$ cat config.mk
export PLATFORM = sky130hd
export DESIGN_NAME = pfh_host
export DESIGN_NICKNAME = d
export VERILOG_FILES = /design/src/include/pfh_pkg.sv /design/src/include/pfh_rb_if.sv /design/src/hdl/pfh_reset_seq.sv /design/src/hdl/pfh_host.sv
export SDC_FILE = /design/constraint.sdc
export NUM_CORES = 1
export LEC_CHECK = 0
export ABC_AREA = 0
export ABC_CLOCK_PERIOD_IN_PS = 3460
export BUFFER_PORTS_ARGS = -buffer_cell sky130_fd_sc_hd__buf_2
export CAP_MARGIN = 20
export CORE_ASPECT_RATIO = 1.5
export CORE_MARGIN = 2
export CORE_UTILIZATION = 58
export DETAILED_ROUTE_END_ITERATION = 8
export PLACE_DENSITY = 0.84
export SYNTH_ARGS = -nofsm -noshare
export SYNTH_HDL_FRONTEND = slang
export SYNTH_SLANG_ARGS = --single-unit
export TNS_END_PERCENT = 10
$ cat constraint.sdc
create_clock -name sys_clk_i -period 3.46 [get_ports sys_clk_i]
set_clock_uncertainty 0.05 [all_clocks]
set_input_delay 0.173 -clock sys_clk_i [delete_from_list [all_inputs] [get_ports sys_clk_i]]
set_output_delay 0.173 -clock sys_clk_i [all_outputs]
set_load 0.01 [all_outputs]
$ cat src/include/pfh_pkg.sv
// Package for the parallel flash host controller: pin timing and widths.
// Assumes a single 20 MHz system clock; times are given in nanoseconds.
package pfh_pkg;
	// ----------------------------------------------------------------
	// Clock
	// ----------------------------------------------------------------
	localparam int unsigned CLK_PERIOD_NS        = 50;          // 20 MHz period
	// ----------------------------------------------------------------
	// Timing (plain defaults, no figure is given for these)
	// ----------------------------------------------------------------
	localparam int unsigned RESET_PULSE_MIN_NS   = 500;         // Least reset low time
	localparam int unsigned RESET_TO_ENABLE_NS   = 50;          // Least release-to-access
	localparam int unsigned READY_TO_ENABLE_NS   = 0;           // Least ready-to-access
	localparam int unsigned ACCESS_NS            = 100;         // Read access wait
	localparam int unsigned WRITE_PULSE_NS       = 100;         // Write strobe low time
	localparam int unsigned SETUP_NS             = 50;          // Setup and hold margin
	// Rounded-up cycle counts, at least one
	function automatic int unsigned pfh_cyc(input int unsigned ns);
		int unsigned c;
		c = (ns + CLK_PERIOD_NS - 1) / CLK_PERIOD_NS;
		return (c == 0) ? 1 : c;
	endfunction
	localparam int unsigned RESET_PULSE_CYC      = pfh_cyc(RESET_PULSE_MIN_NS);
	localparam int unsigned RESET_TO_ENABLE_CYC  = pfh_cyc(RESET_TO_ENABLE_NS);
	localparam int unsigned READY_TO_ENABLE_CYC  = pfh_cyc(READY_TO_ENABLE_NS);
	localparam int unsigned ACCESS_CYC           = pfh_cyc(ACCESS_NS);
	localparam int unsigned WRITE_PULSE_CYC      = pfh_cyc(WRITE_PULSE_NS);
	localparam int unsigned SETUP_CYC            = pfh_cyc(SETUP_NS);
	localparam int unsigned CNT_W                = 8;           // Timer width
	// ----------------------------------------------------------------
	// Bus widths
	// ----------------------------------------------------------------
	localparam int unsigned ADDR_W               = 17;          // addr_inputs width
	localparam int unsigned HADDR_W              = 18;          // Byte address width
	localparam int unsigned DATA_W               = 16;          // Word width
	localparam int unsigned LOW_W                = 8;           // data_low_lane width
	localparam int unsigned HIGH_W               = 7;           // data_high_lane width
	localparam int unsigned D15_BIT              = 15;          // Shared bit position
endpackage

$ cat src/include/pfh_rb_if.sv
// Interface carrying the synchronised ready line to the pin timer.
// Assumes both ends run on sys_clk_i.
`timescale 1ns/1ps
interface pfh_rb_if;
	logic ready;     // Line released (high), synchronised
	logic reset_req; // Pulse: start hardware reset
	logic reset_busy;// Reset sequence in progress
	modport ctrl (input ready, input reset_busy, output reset_req);
	modport seq  (output ready, output reset_busy, input reset_req);
endinterface

$ cat src/hdl/pfh_reset_seq.sv
// Reset sequencer: synchronises ready_busy_n and times the reset pulse.
// Assumes the flash ready line has an external pull-up.
`timescale 1ns/1ps
module pfh_reset_seq (
	input  wire logic sys_clk_i,   // System clock
	input  wire logic rst_n_i,     // Async reset, active low
	input  wire logic rb_pin_i,    // ready_busy_n pin level
	output logic      rp_n_o,      // reset_unprotect_n drive
	pfh_rb_if.seq     rb           // Towards controller
);
	// ----------------------------------------------------------------
	// State
	// ----------------------------------------------------------------
	typedef enum logic [2:0] {
		PFH_RS_IDLE  = 3'b001, // No reset in progress
		PFH_RS_PULSE = 3'b010, // Pin held low
		PFH_RS_WAIT  = 3'b100  // Waiting for release and ready
	} pfh_rs_t;
	pfh_rs_t                     st_q, st_d;     // Sequencer state
	logic [pfh_pkg::CNT_W-1:0]   cnt_q, cnt_d;   // Timer
	logic                        s1_q, s2_q;     // Ready synchroniser
	logic                        rp_q, rp_d;     // Reset pin register
	// Two-stage pin synchroniser
	always_ff @(posedge sys_clk_i or negedge rst_n_i) begin
		if (!rst_n_i) begin
			s1_q <= 1'b0;
			s2_q <= 1'b0;
		end else begin
			s1_q <= rb_pin_i;
			s2_q <= s1_q;
		end
	end
	assign rb.ready      = s2_q;                      // Low: some device busy
	assign rb.reset_busy = (st_q != PFH_RS_IDLE);
	assign rp_n_o        = rp_q;
	// Next state
	always_comb begin
		st_d  = st_q;
		cnt_d = cnt_q;
		rp_d  = rp_q;
		unique case (st_q)
			PFH_RS_IDLE: begin
				if (rb.reset_req) begin
					st_d  = PFH_RS_PULSE;
					rp_d  = 1'b0;
					cnt_d = pfh_pkg::CNT_W'(pfh_pkg::RESET_PULSE_CYC);
				end
			end
			PFH_RS_PULSE: begin
				// Hold low at least the least pulse time
				if (cnt_q > pfh_pkg::CNT_W'(1)) begin
					cnt_d = cnt_q - pfh_pkg::CNT_W'(1);
				end else begin
					rp_d  = 1'b1;
					st_d  = PFH_RS_WAIT;
					cnt_d = pfh_pkg::CNT_W'((pfh_pkg::RESET_TO_ENABLE_CYC > pfh_pkg::READY_TO_ENABLE_CYC)
						? pfh_pkg::RESET_TO_ENABLE_CYC : pfh_pkg::READY_TO_ENABLE_CYC);
				end
			end
			PFH_RS_WAIT: begin
				// Later of both delays, and ready seen released
				if (cnt_q != '0) begin
					cnt_d = cnt_q - pfh_pkg::CNT_W'(1);
				end else if (s2_q) begin
					st_d = PFH_RS_IDLE;
				end
			end
			default: st_d = PFH_RS_IDLE;
		endcase
	end
	// Registers
	always_ff @(posedge sys_clk_i or negedge rst_n_i) begin
		if (!rst_n_i) begin
			st_q  <= PFH_RS_IDLE;
			cnt_q <= '0;
			rp_q  <= 1'b1;
		end else begin
			st_q  <= st_d;
			cnt_q <= cnt_d;
			rp_q  <= rp_d;
		end
	end
endmodule

$ cat src/hdl/pfh_host.sv
// Host controller that drives an asynchronous parallel flash over its pins.
// Assumes pull-ups on ready_busy_n and a single clock domain.
// Notes on behaviour
// - Host ignores high lane on status
// - Reset pulse least time, then enable delays
// - Host waits ready release after reset
// - Shared low ready means some busy
// - Address latched last fall, data first rise
// - Read with output enable, write without
`timescale 1ns/1ps
module pfh_host (
	input  wire logic                         sys_clk_i,        // System clock
	input  wire logic                         rst_n_i,          // Async reset, active low
	// User side
	input  wire logic                         req_i,            // Access request level
	input  wire logic                         we_i,             // 1 write, 0 read
	input  wire logic                         byte_mode_i,      // 1 selects 8-bit bus
	input  wire logic                         status_i,         // Read is a status read
	input  wire logic [pfh_pkg::HADDR_W-1:0]  addr_i,           // Byte or word address
	input  wire logic [pfh_pkg::DATA_W-1:0]   wdata_i,          // Write data
	input  wire logic                         hw_reset_i,       // Request hardware reset
	output logic                              ack_o,            // Pulse: access done
	output logic [pfh_pkg::DATA_W-1:0]        rdata_o,          // Read data
	output logic                              busy_o,           // Controller not idle
	output logic                              flash_ready_o,    // Ready line released
	// Flash pins
	output logic [pfh_pkg::ADDR_W-1:0]        addr_inputs_o,    // Address pins
	output logic                              chip_select_n_o,  // Chip select
	output logic                              output_enable_n_o,// Output enable
	output logic                              write_strobe_n_o, // Write strobe
	output logic                              bus_width_select_o,// 1 word, 0 byte
	output logic                              reset_unprotect_n_o,// Reset pin
	input  wire logic [pfh_pkg::LOW_W-1:0]    data_low_lane_i,  // Low lane in
	output logic [pfh_pkg::LOW_W-1:0]         data_low_lane_o,  // Low lane out
	output logic                              data_low_lane_oe_n_o,// Low lane enable, low drives
	input  wire logic [pfh_pkg::HIGH_W-1:0]   data_high_lane_i, // High lane in
	output logic [pfh_pkg::HIGH_W-1:0]        data_high_lane_o, // High lane out
	output logic                              data_high_lane_oe_n_o,// High lane enable, low drives
	input  wire logic                         data15_or_addr_lsb_i,// Shared pin in
	output logic                              data15_or_addr_lsb_o,// Shared pin out
	output logic                              data15_or_addr_lsb_oe_n_o,// Shared enable, low drives
	input  wire logic                         ready_busy_n_i    // Ready line level
);
	// ----------------------------------------------------------------
	// Reset sequencer
	// ----------------------------------------------------------------
	pfh_rb_if rb ();                                           // Ready and reset link
	pfh_reset_seq u_seq (
		.sys_clk_i (sys_clk_i),
		.rst_n_i   (rst_n_i),
		.rb_pin_i  (ready_busy_n_i),
		.rp_n_o    (reset_unprotect_n_o),
		.rb        (rb)
	);
	// ----------------------------------------------------------------
	// Data pin synchroniser (read data is async to the clock)
	// ----------------------------------------------------------------
	logic [pfh_pkg::DATA_W-1:0] dsy1_q, dsy2_q;                // Two stages
	always_ff @(posedge sys_clk_i or negedge rst_n_i) begin
		if (!rst_n_i) begin
			dsy1_q <= '0;
			dsy2_q <= '0;
		end else begin
			dsy1_q <= {data15_or_addr_lsb_i, data_high_lane_i, data_low_lane_i};
			dsy2_q <= dsy1_q;
		end
	end
	// ----------------------------------------------------------------
	// Access state machine
	// ----------------------------------------------------------------
	typedef enum logic [5:0] {
		PFH_IDLE  = 6'b000001, // Waiting for request
		PFH_SETUP = 6'b000010, // Address stable, strobes high
		PFH_STRB  = 6'b000100, // Strobe asserted
		PFH_HOLD  = 6'b001000, // Strobe released, hold
		PFH_SAMP  = 6'b010000, // Data through synchroniser
		PFH_RST   = 6'b100000  // Hardware reset running
	} pfh_st_t;
	pfh_st_t                    st_q, st_d;                    // State
	logic [pfh_pkg::CNT_W-1:0]  cnt_q, cnt_d;                  // Timer
	logic                       we_q, we_d;                    // Access is write
	logic                       bm_q, bm_d;                    // Byte mode latched
	logic                       stat_q, stat_d;                // Status read
	logic                       lsb_q, lsb_d;                  // Byte select bit
	logic [pfh_pkg::ADDR_W-1:0] addr_q, addr_d;                // Address pins
	logic [pfh_pkg::DATA_W-1:0] wd_q, wd_d;                    // Write data
	logic [pfh_pkg::DATA_W-1:0] rd_q, rd_d;                    // Read data
	logic                       cs_q, cs_d;                    // Chip select, low active
	logic                       oe_q, oe_d;                    // Output enable, low active
	logic                       ws_q, ws_d;                    // Write strobe, low active
	logic                       drv_q, drv_d;                  // Driving data pins
	logic                       ack_q, ack_d;                  // Done pulse
	logic                       rreq_q, rreq_d;                // Reset request pulse
	// Counter load helper
	function automatic logic [pfh_pkg::CNT_W-1:0] pfh_ld(input int unsigned c);
		return pfh_pkg::CNT_W'(c);
	endfunction
	// Next state
	always_comb begin
		st_d = st_q; cnt_d = cnt_q; we_d = we_q; bm_d = bm_q; stat_d = stat_q;
		lsb_d = lsb_q; addr_d = addr_q; wd_d = wd_q; rd_d = rd_q;
		cs_d = cs_q; oe_d = oe_q; ws_d = ws_q; drv_d = drv_q;
		ack_d = 1'b0; rreq_d = 1'b0;
		unique case (st_q)
			PFH_IDLE: begin
				if (hw_reset_i) begin
					rreq_d = 1'b1;                            // Start reset pulse
					st_d   = PFH_RST;
				end else if (req_i && rb.ready) begin         // Only when released
					we_d = we_i; bm_d = byte_mode_i; stat_d = status_i; wd_d = wdata_i;
					if (byte_mode_i) begin
						addr_d = addr_i[pfh_pkg::HADDR_W-1:1];   // Word part
						lsb_d  = addr_i[0];                      // Byte select
					end else begin
						addr_d = addr_i[pfh_pkg::ADDR_W-1:0];
						lsb_d  = 1'b0;
					end
					cs_d  = 1'b1; oe_d = 1'b1; ws_d = 1'b1;     // Strobes high during setup
					drv_d = we_i;
					cnt_d = pfh_ld(pfh_pkg::SETUP_CYC);
					st_d  = PFH_SETUP;
				end
			end
			PFH_SETUP: begin
				if (cnt_q > pfh_ld(1)) begin
					cnt_d = cnt_q - pfh_ld(1);
				end else begin
					cs_d = 1'b0;                               // Select device
					if (we_q) begin
						ws_d = 1'b0;                           // Address latched here
						oe_d = 1'b1;                           // Output enable high
						cnt_d = pfh_ld(pfh_pkg::WRITE_PULSE_CYC);
					end else begin
						oe_d = 1'b0;                           // Read strobes
						cnt_d = pfh_ld(pfh_pkg::ACCESS_CYC);
					end
					st_d = PFH_STRB;
				end
			end
			PFH_STRB: begin
				if (cnt_q > pfh_ld(1)) begin
					cnt_d = cnt_q - pfh_ld(1);
				end else begin
					ws_d = 1'b1;                               // Data latched on rise
					cnt_d = pfh_ld(pfh_pkg::SETUP_CYC);
					st_d  = we_q ? PFH_HOLD : PFH_SAMP;
				end
			end
			PFH_SAMP: begin
				// Let pins settle through the synchroniser before sampling
				if (cnt_q > pfh_ld(1)) begin
					cnt_d = cnt_q - pfh_ld(1);
				end else begin
					if (bm_q || stat_q) begin
						rd_d = {8'h00, dsy2_q[pfh_pkg::LOW_W-1:0]}; // High lane ignored
					end else begin
						rd_d = dsy2_q;
					end
					oe_d = 1'b1;
					cs_d = 1'b1;
					cnt_d = pfh_ld(pfh_pkg::SETUP_CYC);
					st_d  = PFH_HOLD;
				end
			end
			PFH_HOLD: begin
				cs_d = 1'b1;
				if (cnt_q > pfh_ld(1)) begin
					cnt_d = cnt_q - pfh_ld(1);
				end else begin
					drv_d = 1'b0;
					ack_d = 1'b1;
					st_d  = PFH_IDLE;
				end
			end
			PFH_RST: begin
				if (!rb.reset_busy && !rreq_q) begin
					st_d = PFH_IDLE;                           // Released and timed
				end
			end
			default: st_d = PFH_IDLE;
		endcase
	end
	// Registers
	always_ff @(posedge sys_clk_i or negedge rst_n_i) begin
		if (!rst_n_i) begin
			st_q <= PFH_IDLE; cnt_q <= '0; we_q <= 1'b0; bm_q <= 1'b0; stat_q <= 1'b0;
			lsb_q <= 1'b0; addr_q <= '0; wd_q <= '0; rd_q <= '0;
			cs_q <= 1'b1; oe_q <= 1'b1; ws_q <= 1'b1; drv_q <= 1'b0;
			ack_q <= 1'b0; rreq_q <= 1'b0;
		end else begin
			st_q <= st_d; cnt_q <= cnt_d; we_q <= we_d; bm_q <= bm_d; stat_q <= stat_d;
			lsb_q <= lsb_d; addr_q <= addr_d; wd_q <= wd_d; rd_q <= rd_d;
			cs_q <= cs_d; oe_q <= oe_d; ws_q <= ws_d; drv_q <= drv_d;
			ack_q <= ack_d; rreq_q <= rreq_d;
		end
	end
	// ----------------------------------------------------------------
	// Pin mapping and status
	// ----------------------------------------------------------------
	logic busy_q;                                              // Not idle
	logic frdy_q;                                              // Ready copy
	logic wsel_q;                                              // Width select pin
	logic lo_oen_q;                                            // Low lane enable, low drives
	logic hi_oen_q;                                            // High lane enable, low drives
	logic p15_q;                                               // Shared pin value
	logic p15_oen_q;                                           // Shared pin enable, low drives
	// Pin drives registered from next values, so each pin leaves a flop
	always_ff @(posedge sys_clk_i or negedge rst_n_i) begin
		if (!rst_n_i) begin
			busy_q    <= 1'b0;
			frdy_q    <= 1'b0;
			wsel_q    <= 1'b1;
			lo_oen_q  <= 1'b1;
			hi_oen_q  <= 1'b1;
			p15_q     <= 1'b0;
			p15_oen_q <= 1'b1;
		end else begin
			busy_q    <= (st_d != PFH_IDLE);
			frdy_q    <= rb.ready;
			wsel_q    <= !bm_d;
			lo_oen_q  <= !drv_d;
			hi_oen_q  <= !(drv_d && !bm_d);
			p15_q     <= bm_d ? lsb_d : wd_d[pfh_pkg::D15_BIT];
			p15_oen_q <= !(bm_d || drv_d);
		end
	end
	assign rb.reset_req               = rreq_q;
	assign ack_o                      = ack_q;
	assign rdata_o                    = rd_q;
	assign busy_o                     = busy_q;
	assign flash_ready_o              = frdy_q;
	assign addr_inputs_o              = addr_q;                   // Cell or command address
	assign chip_select_n_o            = cs_q;
	assign output_enable_n_o          = oe_q;
	assign write_strobe_n_o           = ws_q;
	assign bus_width_select_o         = wsel_q;                   // Low selects 8-bit
	assign data_low_lane_o            = wd_q[pfh_pkg::LOW_W-1:0];
	assign data_low_lane_oe_n_o       = lo_oen_q;
	assign data_high_lane_o           = wd_q[pfh_pkg::D15_BIT-1:pfh_pkg::LOW_W];
	assign data_high_lane_oe_n_o      = hi_oen_q;                 // Not driven in byte mode
	assign data15_or_addr_lsb_o       = p15_q;                    // Byte select or bit 15
	assign data15_or_addr_lsb_oe_n_o  = p15_oen_q;
endmodule

==> reports/results.tsv, run 1 <==
metric	value	unit
run_status	complete, no violations	
stdcell_area	6930	sq um
synth_cell_types	66	
syn-num-nets	571	
final-setup-viol-count	0	
seq_area_frac_synth	57.7	%
start_kind	flip-flop	
p_per_area	787	nW/um^2
cts.sinks	126	
critPathBufInv	1	
setup_ws	0.751	ns
min_period_over_period	78.3	%
grt_pass1_vias	4517	
clockRootBuffer	clkbuf_16	
syn2layout_area_growth	26.3	%
via_per_inst	5.65	
cts_buffer_depth	2	
rows	43	
tightest_slew	1.04	ns
hold_viol_final	0	
synth_edf_count	0	
first_pass_iters	7	
final_nets	709	
cts_tree	yes	
required	3.70	ns
fin_util	74.9	%
grt_pass1_wl	21000	um
cts_setup_buffers	0	
grtUsageTotal	26.4	%
drive_gt1_share	29.7	%
regArea	3170	sq um
cp_max_fo	17	
clock.fmax	369	MHz
min_path_type	in2reg	
grt_start_max_net_pins	65	
hpwl	8160	um
setup_tns	0	ns
p_leak	3.45	nW
gp_congestion	0.879	
crit_path_end_kind	flip-flop	
dieWidth	83.4	um
postRouteWirelength	13200	um
drtIter0Drc	392	
placed_cell_area	6010	sq um
initial_core_util	59.3	%
fillers	595	
cpMostUsedCell	nor2_1	
die_y	123	um
peakVddDrop	0.000526	V
cts_htree_levels	4	
synth-async-reset-ratio	100	%
antenna_found_initial	0	
coreArea	9250	sq um
drv_slew	0	
worstSetupPathType	reg2reg	
synth.cell_area	5490	sq um
worstPathArrival	2.95	ns
ctsResizeCount	0	
io_pins	118	
cp_cell_sequence	inv_1 -> ha_1 -> nor2_1 -> or4_1 -> o21ai_4 -> nor2_1 -> mux2_4	
timing.max_slew.rel_slack	30.8	%
overflow	0	
cts_buffers	17	
fin_crit	2.71	ns
cts_hold_buf	37	
yosysWarnings	0	
worstSkewPairLatency	0.42	ns
wl_per_cell	17.0	um
ys_ff_latch	126	
ys.flop_type	dfrtp_1	
drcViolationCount	0	
syn_inst	509	
rsz0062_at_grt	false	
syn_avg_cell_area	10.8	sq um
cap_violations	0	
antenna_cells	0	
vias	4365	
ant_nets	0	
slowest_delay	0.77	ns
cp_slowest_cell	or4_1	
dieArea	10300	sq um
clkTransAtPathRegs	0.06	ns
io_buffers	117	
cpLargestDelayFamily	simple AND/OR/NAND/NOR gates	
multiInputGateArea	2040	sq um
dp_slack	0.790	ns
-- logic make-up after synthesis --
family / Yosys count / synth area share [%]
and+or+nand+nor: 190 / 16.9
DFF: 126 / 57.7
AOI/OAI and AO/OA: 101 / 12.6
buffers and inverters: 52 / 5.26
muxes: 27 / 5.22
xor gates and xnor gates: 9 / 1.44
adders and majority gates: 4 / 0.912
-- worst register-to-register path, cell delays in order, from the launching register on --
cell	delay [ns]
dfrtp_1	0.41
inv_1	0.10
ha_1	0.28
nor2_1	0.12
or4_1	0.77
o21ai_4	0.37
nor2_1	0.15
mux2_4	0.33
-- flip-flops by register name (all words and copies together) (netlist names), 3 cells and up --
signal and flops:
u_seq.st_q 3, rdata_o 16, cnt_q 8, dsy1_q 16, wd_q 16, addr_inputs_o 17, u_seq.cnt_q 8, dsy2_q 16
st_q 6
-- synthesized netlist by cell type (3+ instances only) --
master,count,area [sq um]
nor4_1,4,25.0
nand2b_1,3,18.8
dfstp_2,10,263
o31ai_1,5,37.5
a21oi_1,10,50.1
nor2_1,28,105
a211oi_1,9,67.6
nand2_1,95,357
clkbuf_1,15,56.3
nor3_1,8,40.0
buf_2,3,15.0
o211ai_1,4,30.0
o21ai_0,44,220
nand3b_1,3,22.5
dfrtp_1,116,2900
mux2_2,9,101
mux2i_1,17,170
buf_4,16,120
o22ai_2,5,62.6
buf_6,4,45.0
ha_1,4,50.1
nor2b_1,6,37.5
inv_1,13,48.8
xor2_1,8,70.1
nand3_1,17,85.1
a31oi_1,6,37.5
or2_2,4,25.0
-- cell type report --
type,count,area share (%)
flip-flops and latches,126,45.7
repair buffers,158,14.3
multi-input cells,331,29.4
clock buffers,17,6.14
inverters,13,0.704
clock inverters,15,1.82
well taps,112,2.02
-- placed cells by master (no fill, tap or decap), types with 10 or more instances in the layout --
cell	netlist	final
nand2_1	95	95
clkbuf_16	0	17
dlygate4sd3_1	0	37
dfrtp_1	116	116
buf_2	3	116
a21oi_1	10	10
mux2i_1	17	17
o21ai_0	44	44
nor2_1	28	28
nand3_1	17	17
dfstp_2	10	10
inv_1	13	13
-- final timing paths --
kind,from,endpoint,slack (ns),cells past startpoint
worst max-delay path,cnt_q[0],cnt_q[1],0.75,7
worst max register to register,cnt_q[0],cnt_q[1],0.75,7
worst min-delay path,addr_i[0],data15_or_addr_lsb_o,0.001,3
min in group asynchronous,rst_n_i,u_seq.cnt_q[1],0.32,2
max in group asynchronous,rst_n_i,bus_width_select_o,2.07,3
worst min register to register,u_seq.s1_q,u_seq.rb.ready,0.30,0
-- where the power goes --
group          switching, mW  leakage [nW]  total (mW)  internal [mW]
combinational          0.989          1.62        1.63          0.641
clock                  0.716         0.258        1.65          0.936
sequential             0.293          1.57        2.17           1.88
total                   2.00          3.45        5.45           3.46
-- through the flow --
step | hold WS (ns) | total power, mW | instances
final | 0.00131 | 5.45 | 772
after global routing | 0.0195 | 5.75 | 772
after CTS | 0.00442 | 5.43 | 772
after detailed placement | 0.232 | 3.73 | 703
after global placement | 0.231 | 3.64 | 703
after floorplan | -0.173 | 3.40 | 509
-- per-layer routing --
layer / vias up / wire length [um] / track usage [%]
met5: - / 0 / 0
met4: 0 / 499 / 14.8
met3: 54 / 667 / 6.94
met2: 181 / 7400 / 48.7
met1: 2099 / 4580 / 27.2
li1: 2031 / - / -
Note: power is estimated with default switching activity, not from simulation.
==> inputs of run 2 (changes only) <==
--- a/config.mk
+++ b/config.mk
@@ -6,14 +6,14 @@
 export NUM_CORES = 1
 export LEC_CHECK = 0
 export ABC_AREA = 0
-export ABC_CLOCK_PERIOD_IN_PS = 3460
+export ABC_CLOCK_PERIOD_IN_PS = 2200
 export BUFFER_PORTS_ARGS = -buffer_cell sky130_fd_sc_hd__buf_2
 export CAP_MARGIN = 20
 export CORE_ASPECT_RATIO = 1.5
 export CORE_MARGIN = 2
-export CORE_UTILIZATION = 58
+export CORE_UTILIZATION = 49
 export DETAILED_ROUTE_END_ITERATION = 8
-export PLACE_DENSITY = 0.84
+export PLACE_DENSITY = 0.76
 export SYNTH_ARGS = -nofsm -noshare
 export SYNTH_HDL_FRONTEND = slang
 export SYNTH_SLANG_ARGS = --single-unit
==> constraint.sdc (replaced) <==
create_clock -name sys_clk_i -period 2.2 [get_ports sys_clk_i]
set_clock_uncertainty 0.05 [all_clocks]
set_input_delay 0.11 -clock sys_clk_i [delete_from_list [all_inputs] [get_ports sys_clk_i]]
set_output_delay 0.11 -clock sys_clk_i [all_outputs]
set_load 0.01 [all_outputs]
==> reports/results.tsv, run 2 (synthesis gave the netlist of run 1 again) <==
metric	value	unit	change
io_buffers	117		unchanged
fillers	774		+30%
cp_max_fo	8		-9
peakVddDrop	0.000626	V	+19%
grtUsageTotal	23.2	%	-3.2 points
start_kind	flip-flop		
postRouteWirelength	13600	um	+3.1%
coreArea	11000	sq um	+19%
rsz0062_at_grt	true		
drv_slew	0		unchanged
tightest_slew	0.600	ns	-0.439 ns
clock.fmax	458	MHz	+24%
cpLargestDelayFamily	compound AO/OA/AOI/OAI gates		
critPathLaunch	st_q[2]		
timing.max_slew.rel_slack	59.9	%	+29 points
antenna_cells	0		unchanged
rows	47		+9.3%
gp_congestion	0.998		+14%
drtIter0Drc	272		-31%
initial_core_util	49.9	%	-9.4 points
overflow	0		unchanged
cap_violations	0		unchanged
grt_start_max_net_pins	69		+6.2%
hold_viol_final	0		unchanged
clkTransAtPathRegs	0.06	ns	about the same
cts_buffers	17		unchanged
cts.sinks	126		unchanged
grt_pass1_wl	22200	um	+5.6%
layout_common_cells	buf_2 (116), dfrtp_1 (115), nand2_1 (95), dlygate4sd3_1 (63), o21ai_0 (44)		
p_leak	3.77	nW	+9.4%
die_y	134	um	+8.5%
cpMostUsedCell	buf_4		
clockRootBuffer	clkbuf_16		
wl_per_cell	15.8	um	-7.5%
drive_gt1_share	32.5	%	+2.8 points
worstSkewPairLatency	0.41	ns	about the same
critPathBufInv	2		+1
antenna_found_initial	0		unchanged
crit_path_end_kind	flip-flop		
dieWidth	90.4	um	+8.4%
cts_buffer_depth	2		unchanged
slowest_delay	0.49	ns	-0.28 ns
cp_cell_sequence	buf_4 -> nor2_1 -> a211oi_1 -> a2111oi_4 -> buf_4 -> a211o_2 -> a32o_1		
cp_slowest_cell	a211oi_1		
drcViolationCount	0		unchanged
worstPathArrival	2.43	ns	-0.52 ns
r2r-start	st_q[2]		
final-setup-viol-count	0		unchanged
first_pass_iters	5		-2
io_pins	118		unchanged
dieArea	12100	sq um	+18%
largest_reg_flops	17		unchanged
place_inst	762		+8.4%
min_path_type	in2async		
syn2layout_area_growth	39.1	%	
p_per_area	1240	nW/um^2	+57%
multiInputGateArea	2070	sq um	+1.7%
worstSetupPathType	reg2reg		
ant_nets	0		unchanged
fin_util	69.5	%	-5.5 points
via_per_inst	5.33		-5.7%
fin_cells	861		+12%
run_status	complete, no violations		
vias	4592		+5.2%
final_common_cell	buf_2		
regArea	3170	sq um	about the same
min_period_over_period	99.2	%	+21 points
grt_pass1_vias	4732		+4.8%
fin_crit	2.18	ns	-0.527 ns
final_nets	763		+7.6%
fin_total_pwr	9.45	mW	+73%
cts_tree	yes		
cts_htree_levels	4		unchanged
required	2.44	ns	-1.26 ns
hpwl	8500	um	+4.1%
run 2: changes by cell type in the layout (fill, tap and decap cells not counted), sizes merged:
cell / previous run / this run
bufinv: 0 / 4
clkbuf: 17 / 19
clkinv: 1 / 3
dlygate4sd3: 37 / 63
clkinvlp: 5 / 0
inv: 22 / 19
buf: 121 / 149
run 2: worst reg2reg max path: stages (launching register included):
cell and delay, ns:
dfrtp_1 0.48, buf_4 0.21, nor2_1 0.05, a211oi_1 0.49, a2111oi_4 0.11, buf_4 0.19, a211o_2 0.29, a32o_1 0.20
run 2: repair_timing:
| action | 4_1_cts | 5_1_grt |
|---|---|---|
| pin swaps | 0 | 4 |
| gates resized for setup | 3 | 9 |
| gates cloned | 0 | 0 |
| hold buffers | 63 | 0 |
| setup endpoints to repair | 2 | 18 |
| setup buffers | 0 | 4 |
| hold endpoints to repair | 178 | 0 |
run 2: layout make-up:
| cell class | count | share of cell area, % |
|---|---|---|
| repair buffers | 212 | 20.0 |
| clock buffers | 19 | 5.80 |
| flip-flops and latches | 126 | 41.5 |
| multi-input cells | 331 | 27.1 |
| clock inverters | 13 | 2.60 |
| inverters | 13 | 0.639 |
| well taps | 147 | 2.41 |
run 2: through the flow:
step / setup WS, ns / hold WS, ns / TNS [ns] / instance area (sq um)
6_report: 0.0178 / 0.0202 / 0 / 7640
5_1_grt: -0.00513 / 0.0168 / -0.00764 / 7640
4_1_cts: 0.0174 / 0.00197 / 0 / 7580
3_5_place_dp: -0.0134 / -0.103 / -0.0134 / 6300
3_3_place_gp: 0.0238 / -0.105 / 0 / 6300
2_1_floorplan: -0.00622 / -0.236 / -0.00622 / 5490
run 2: path summary, 6_finish.rpt:
kind                             endpoint  slack [ns]  cells past startpoint
max in group asynchronous  u_seq.cnt_q[1]        1.40                      3
max reg2reg                      cnt_q[7]        0.02                      7
min                                busy_o        0.02                      2
min reg2reg                     dsy2_q[1]        0.30                      0
max                              cnt_q[7]        0.02                      7
min in group sys_clk_i              lsb_q        0.22                      3
run 2: routing by layer:
layer | track usage (%) | routed length, um
met1 | 24.7 | 4960
met2 | 41.7 | 7530
met3 | 6.11 | 585
met4 | 12.9 | 487
met5 | 0 | 0
run 2: where the power goes:
group | switching (mW) | internal (mW) | leakage (nW)
clock | 1.07 | 1.95 | 0.314
sequential | 0.419 | 2.95 | 1.57
combinational | 1.69 | 1.36 | 1.89
==> inputs of run 3 (changes only) <==
--- a/config.mk
+++ b/config.mk
@@ -14,6 +14,7 @@
 export CORE_UTILIZATION = 49
 export DETAILED_ROUTE_END_ITERATION = 8
 export PLACE_DENSITY = 0.76
+export RECOVER_POWER = 100
 export SYNTH_ARGS = -nofsm -noshare
 export SYNTH_HDL_FRONTEND = slang
 export SYNTH_SLANG_ARGS = --single-unit
==> reports/results.tsv, run 3 (synthesis gave the netlist of run 1 again) <==
metric	value	unit	change
clockRootBuffer	clkbuf_16		
min_path_type	in2async		
dieArea	12100	sq um	unchanged
clkTransAtPathRegs	0.06	ns	about the same
rows	47		unchanged
worstSetupPathType	reg2reg		
worstPathArrival	2.41	ns	-0.02 ns
cts_buffer_depth	2		unchanged
rsz0062_at_grt	true		
wl_per_cell	15.8	um	about the same
drtIter0Drc	253		-7.0%
layout_common_cells	dfrtp_1 (115), nand2_1 (95), dlygate4sd3_1 (63), clkbuf_1 (61), buf_2 (58)		
first_pass_iters	5		unchanged
fin_util	68.5	%	-0.98 points
antenna_cells	0		unchanged
via_per_inst	5.36		+0.52%
min_period_over_period	98.3	%	-0.92 points
io_pins	118		unchanged
drcViolationCount	0		unchanged
grtUsageTotal	23.2	%	unchanged
p_leak	3.54	nW	-6.0%
cts_htree_levels	4		unchanged
cap_violations	0		unchanged
hpwl	8500	um	unchanged
grt_pass1_wl	22200	um	unchanged
postRouteWirelength	13600	um	about the same
grt_pass1_vias	4732		unchanged
timing.max_slew.rel_slack	21.9	%	-38 points
cts_tree	yes		
r2r_setup_slack	0.04	ns	+0.02 ns
required	2.44	ns	about the same
cts.sinks	126		unchanged
io_buffers	117		unchanged
p_per_area	1240	nW/um^2	+0.25%
final_common_cell	dfrtp_1		
overflow	0		unchanged
critPathLaunch	st_q[2]		
start_kind	flip-flop		
drive_gt1_share	23.5	%	-9.0 points
fillers	819		+5.8%
crit_path_end_kind	flip-flop		
r2r-start	st_q[2]		
antenna_found_initial	0		unchanged
run_status	complete, no violations		
cts_buffers	17		unchanged
vias	4616		+0.52%
initial_core_util	49.9	%	unchanged
peakVddDrop	0.000624	V	-0.38%
drv_slew	0		unchanged
final-setup-viol-count	0		unchanged
worstSkewPairLatency	0.41	ns	about the same
fin_total_pwr	9.34	mW	-1.2%
coreArea	11000	sq um	unchanged
clock.fmax	463	MHz	+0.94%
cp_max_fo	8		unchanged
syn2layout_area_growth	37.2	%	
final_nets	763		unchanged
hold_viol_final	0		unchanged
largest_reg_flops	17		unchanged
tightest_slew	1.17	ns	+0.572 ns
fin_crit	2.16	ns	-0.0203 ns
gp_congestion	0.998		unchanged
dieWidth	90.4	um	unchanged
grt_start_max_net_pins	69		unchanged
die_y	134	um	unchanged
ant_nets	0		unchanged
## run 3: cell types whose count changed in the layout (fill, tap and decap cells not counted), moves of 2 or more
cell	previous run	this run
dfstp_1	0	4
dfstp_2	10	6
buf_2	116	58
clkbuf_1	1	61
buf_4	27	25
buf_12	5	3
## run 3: final cells by class
type / count / area [sq um] / share of cell area [%]
multi-input combinational: 331 / 2070 / 27.5
sequential: 126 / 3170 / 42.1
timing repair buffer: 212 / 1420 / 18.8
tap: 147 / 184 / 2.44
clock buffer: 19 / 443 / 5.88
inverter: 13 / 48.8 / 0.648
clock inverter: 13 / 199 / 2.64
## run 3: path summary, 6_finish.rpt
path | to | cells after the start
max in group asynchronous | rb.reset_req | 3
setup / recovery | cnt_q[7] | 7
setup reg to reg | cnt_q[7] | 7
hold reg to reg | dsy2_q[1] | 0
min in group sys_clk_i | lsb_q | 3
hold / removal | busy_o | 2
## run 3: per-layer routing
layer  up-vias  part of all wire, %  track usage [%]
met5         -                    0                0
met4         0                  3.9             12.9
met3        49                  4.1             6.11
met2       158                   56             41.7
met1      2271                   36             24.7
li1       2138                    -                -
## run 3: where the power goes
part / internal, mW / switching (mW)
sequential: 2.95 / 0.432
combinational: 1.24 / 1.70
clock: 1.95 / 1.07
## run 3: worst max-delay path: stages (launching register included)
cell and delay [ns]:
dfrtp_1 0.48, buf_4 0.21, nor2_1 0.05, a211oi_1 0.48, a2111oi_4 0.11, buf_4 0.19, a211o_2 0.29, a32o_1 0.20
## run 3: repair_timing
| action | in CTS | in global routing |
|---|---|---|
| pin swaps | 0 | 4 |
| gates resized for setup | 3 | 9 |
| endpoints found under the setup margin | 2 | 18 |
| hold buffers | 63 | 0 |
| endpoints found under the hold margin | 178 | 0 |
| setup buffers | 0 | 4 |
| cloned | 0 | 0 |
## run 3: stage by stage
step	cells	worst slack [ns]	hold slack, ns	TNS (ns)	area, sq um
after global routing	861	-0.00508	0.102	-0.00759	7530
final	861	0.0381	0.0794	0	7530
after global placement	762	0.0238	-0.105	0	6300
after CTS	857	0.0174	0.00197	0	7580
after floorplan	509	-0.00622	-0.236	-0.00622	5490
after detailed placement	762	-0.0134	-0.103	-0.0134	6300
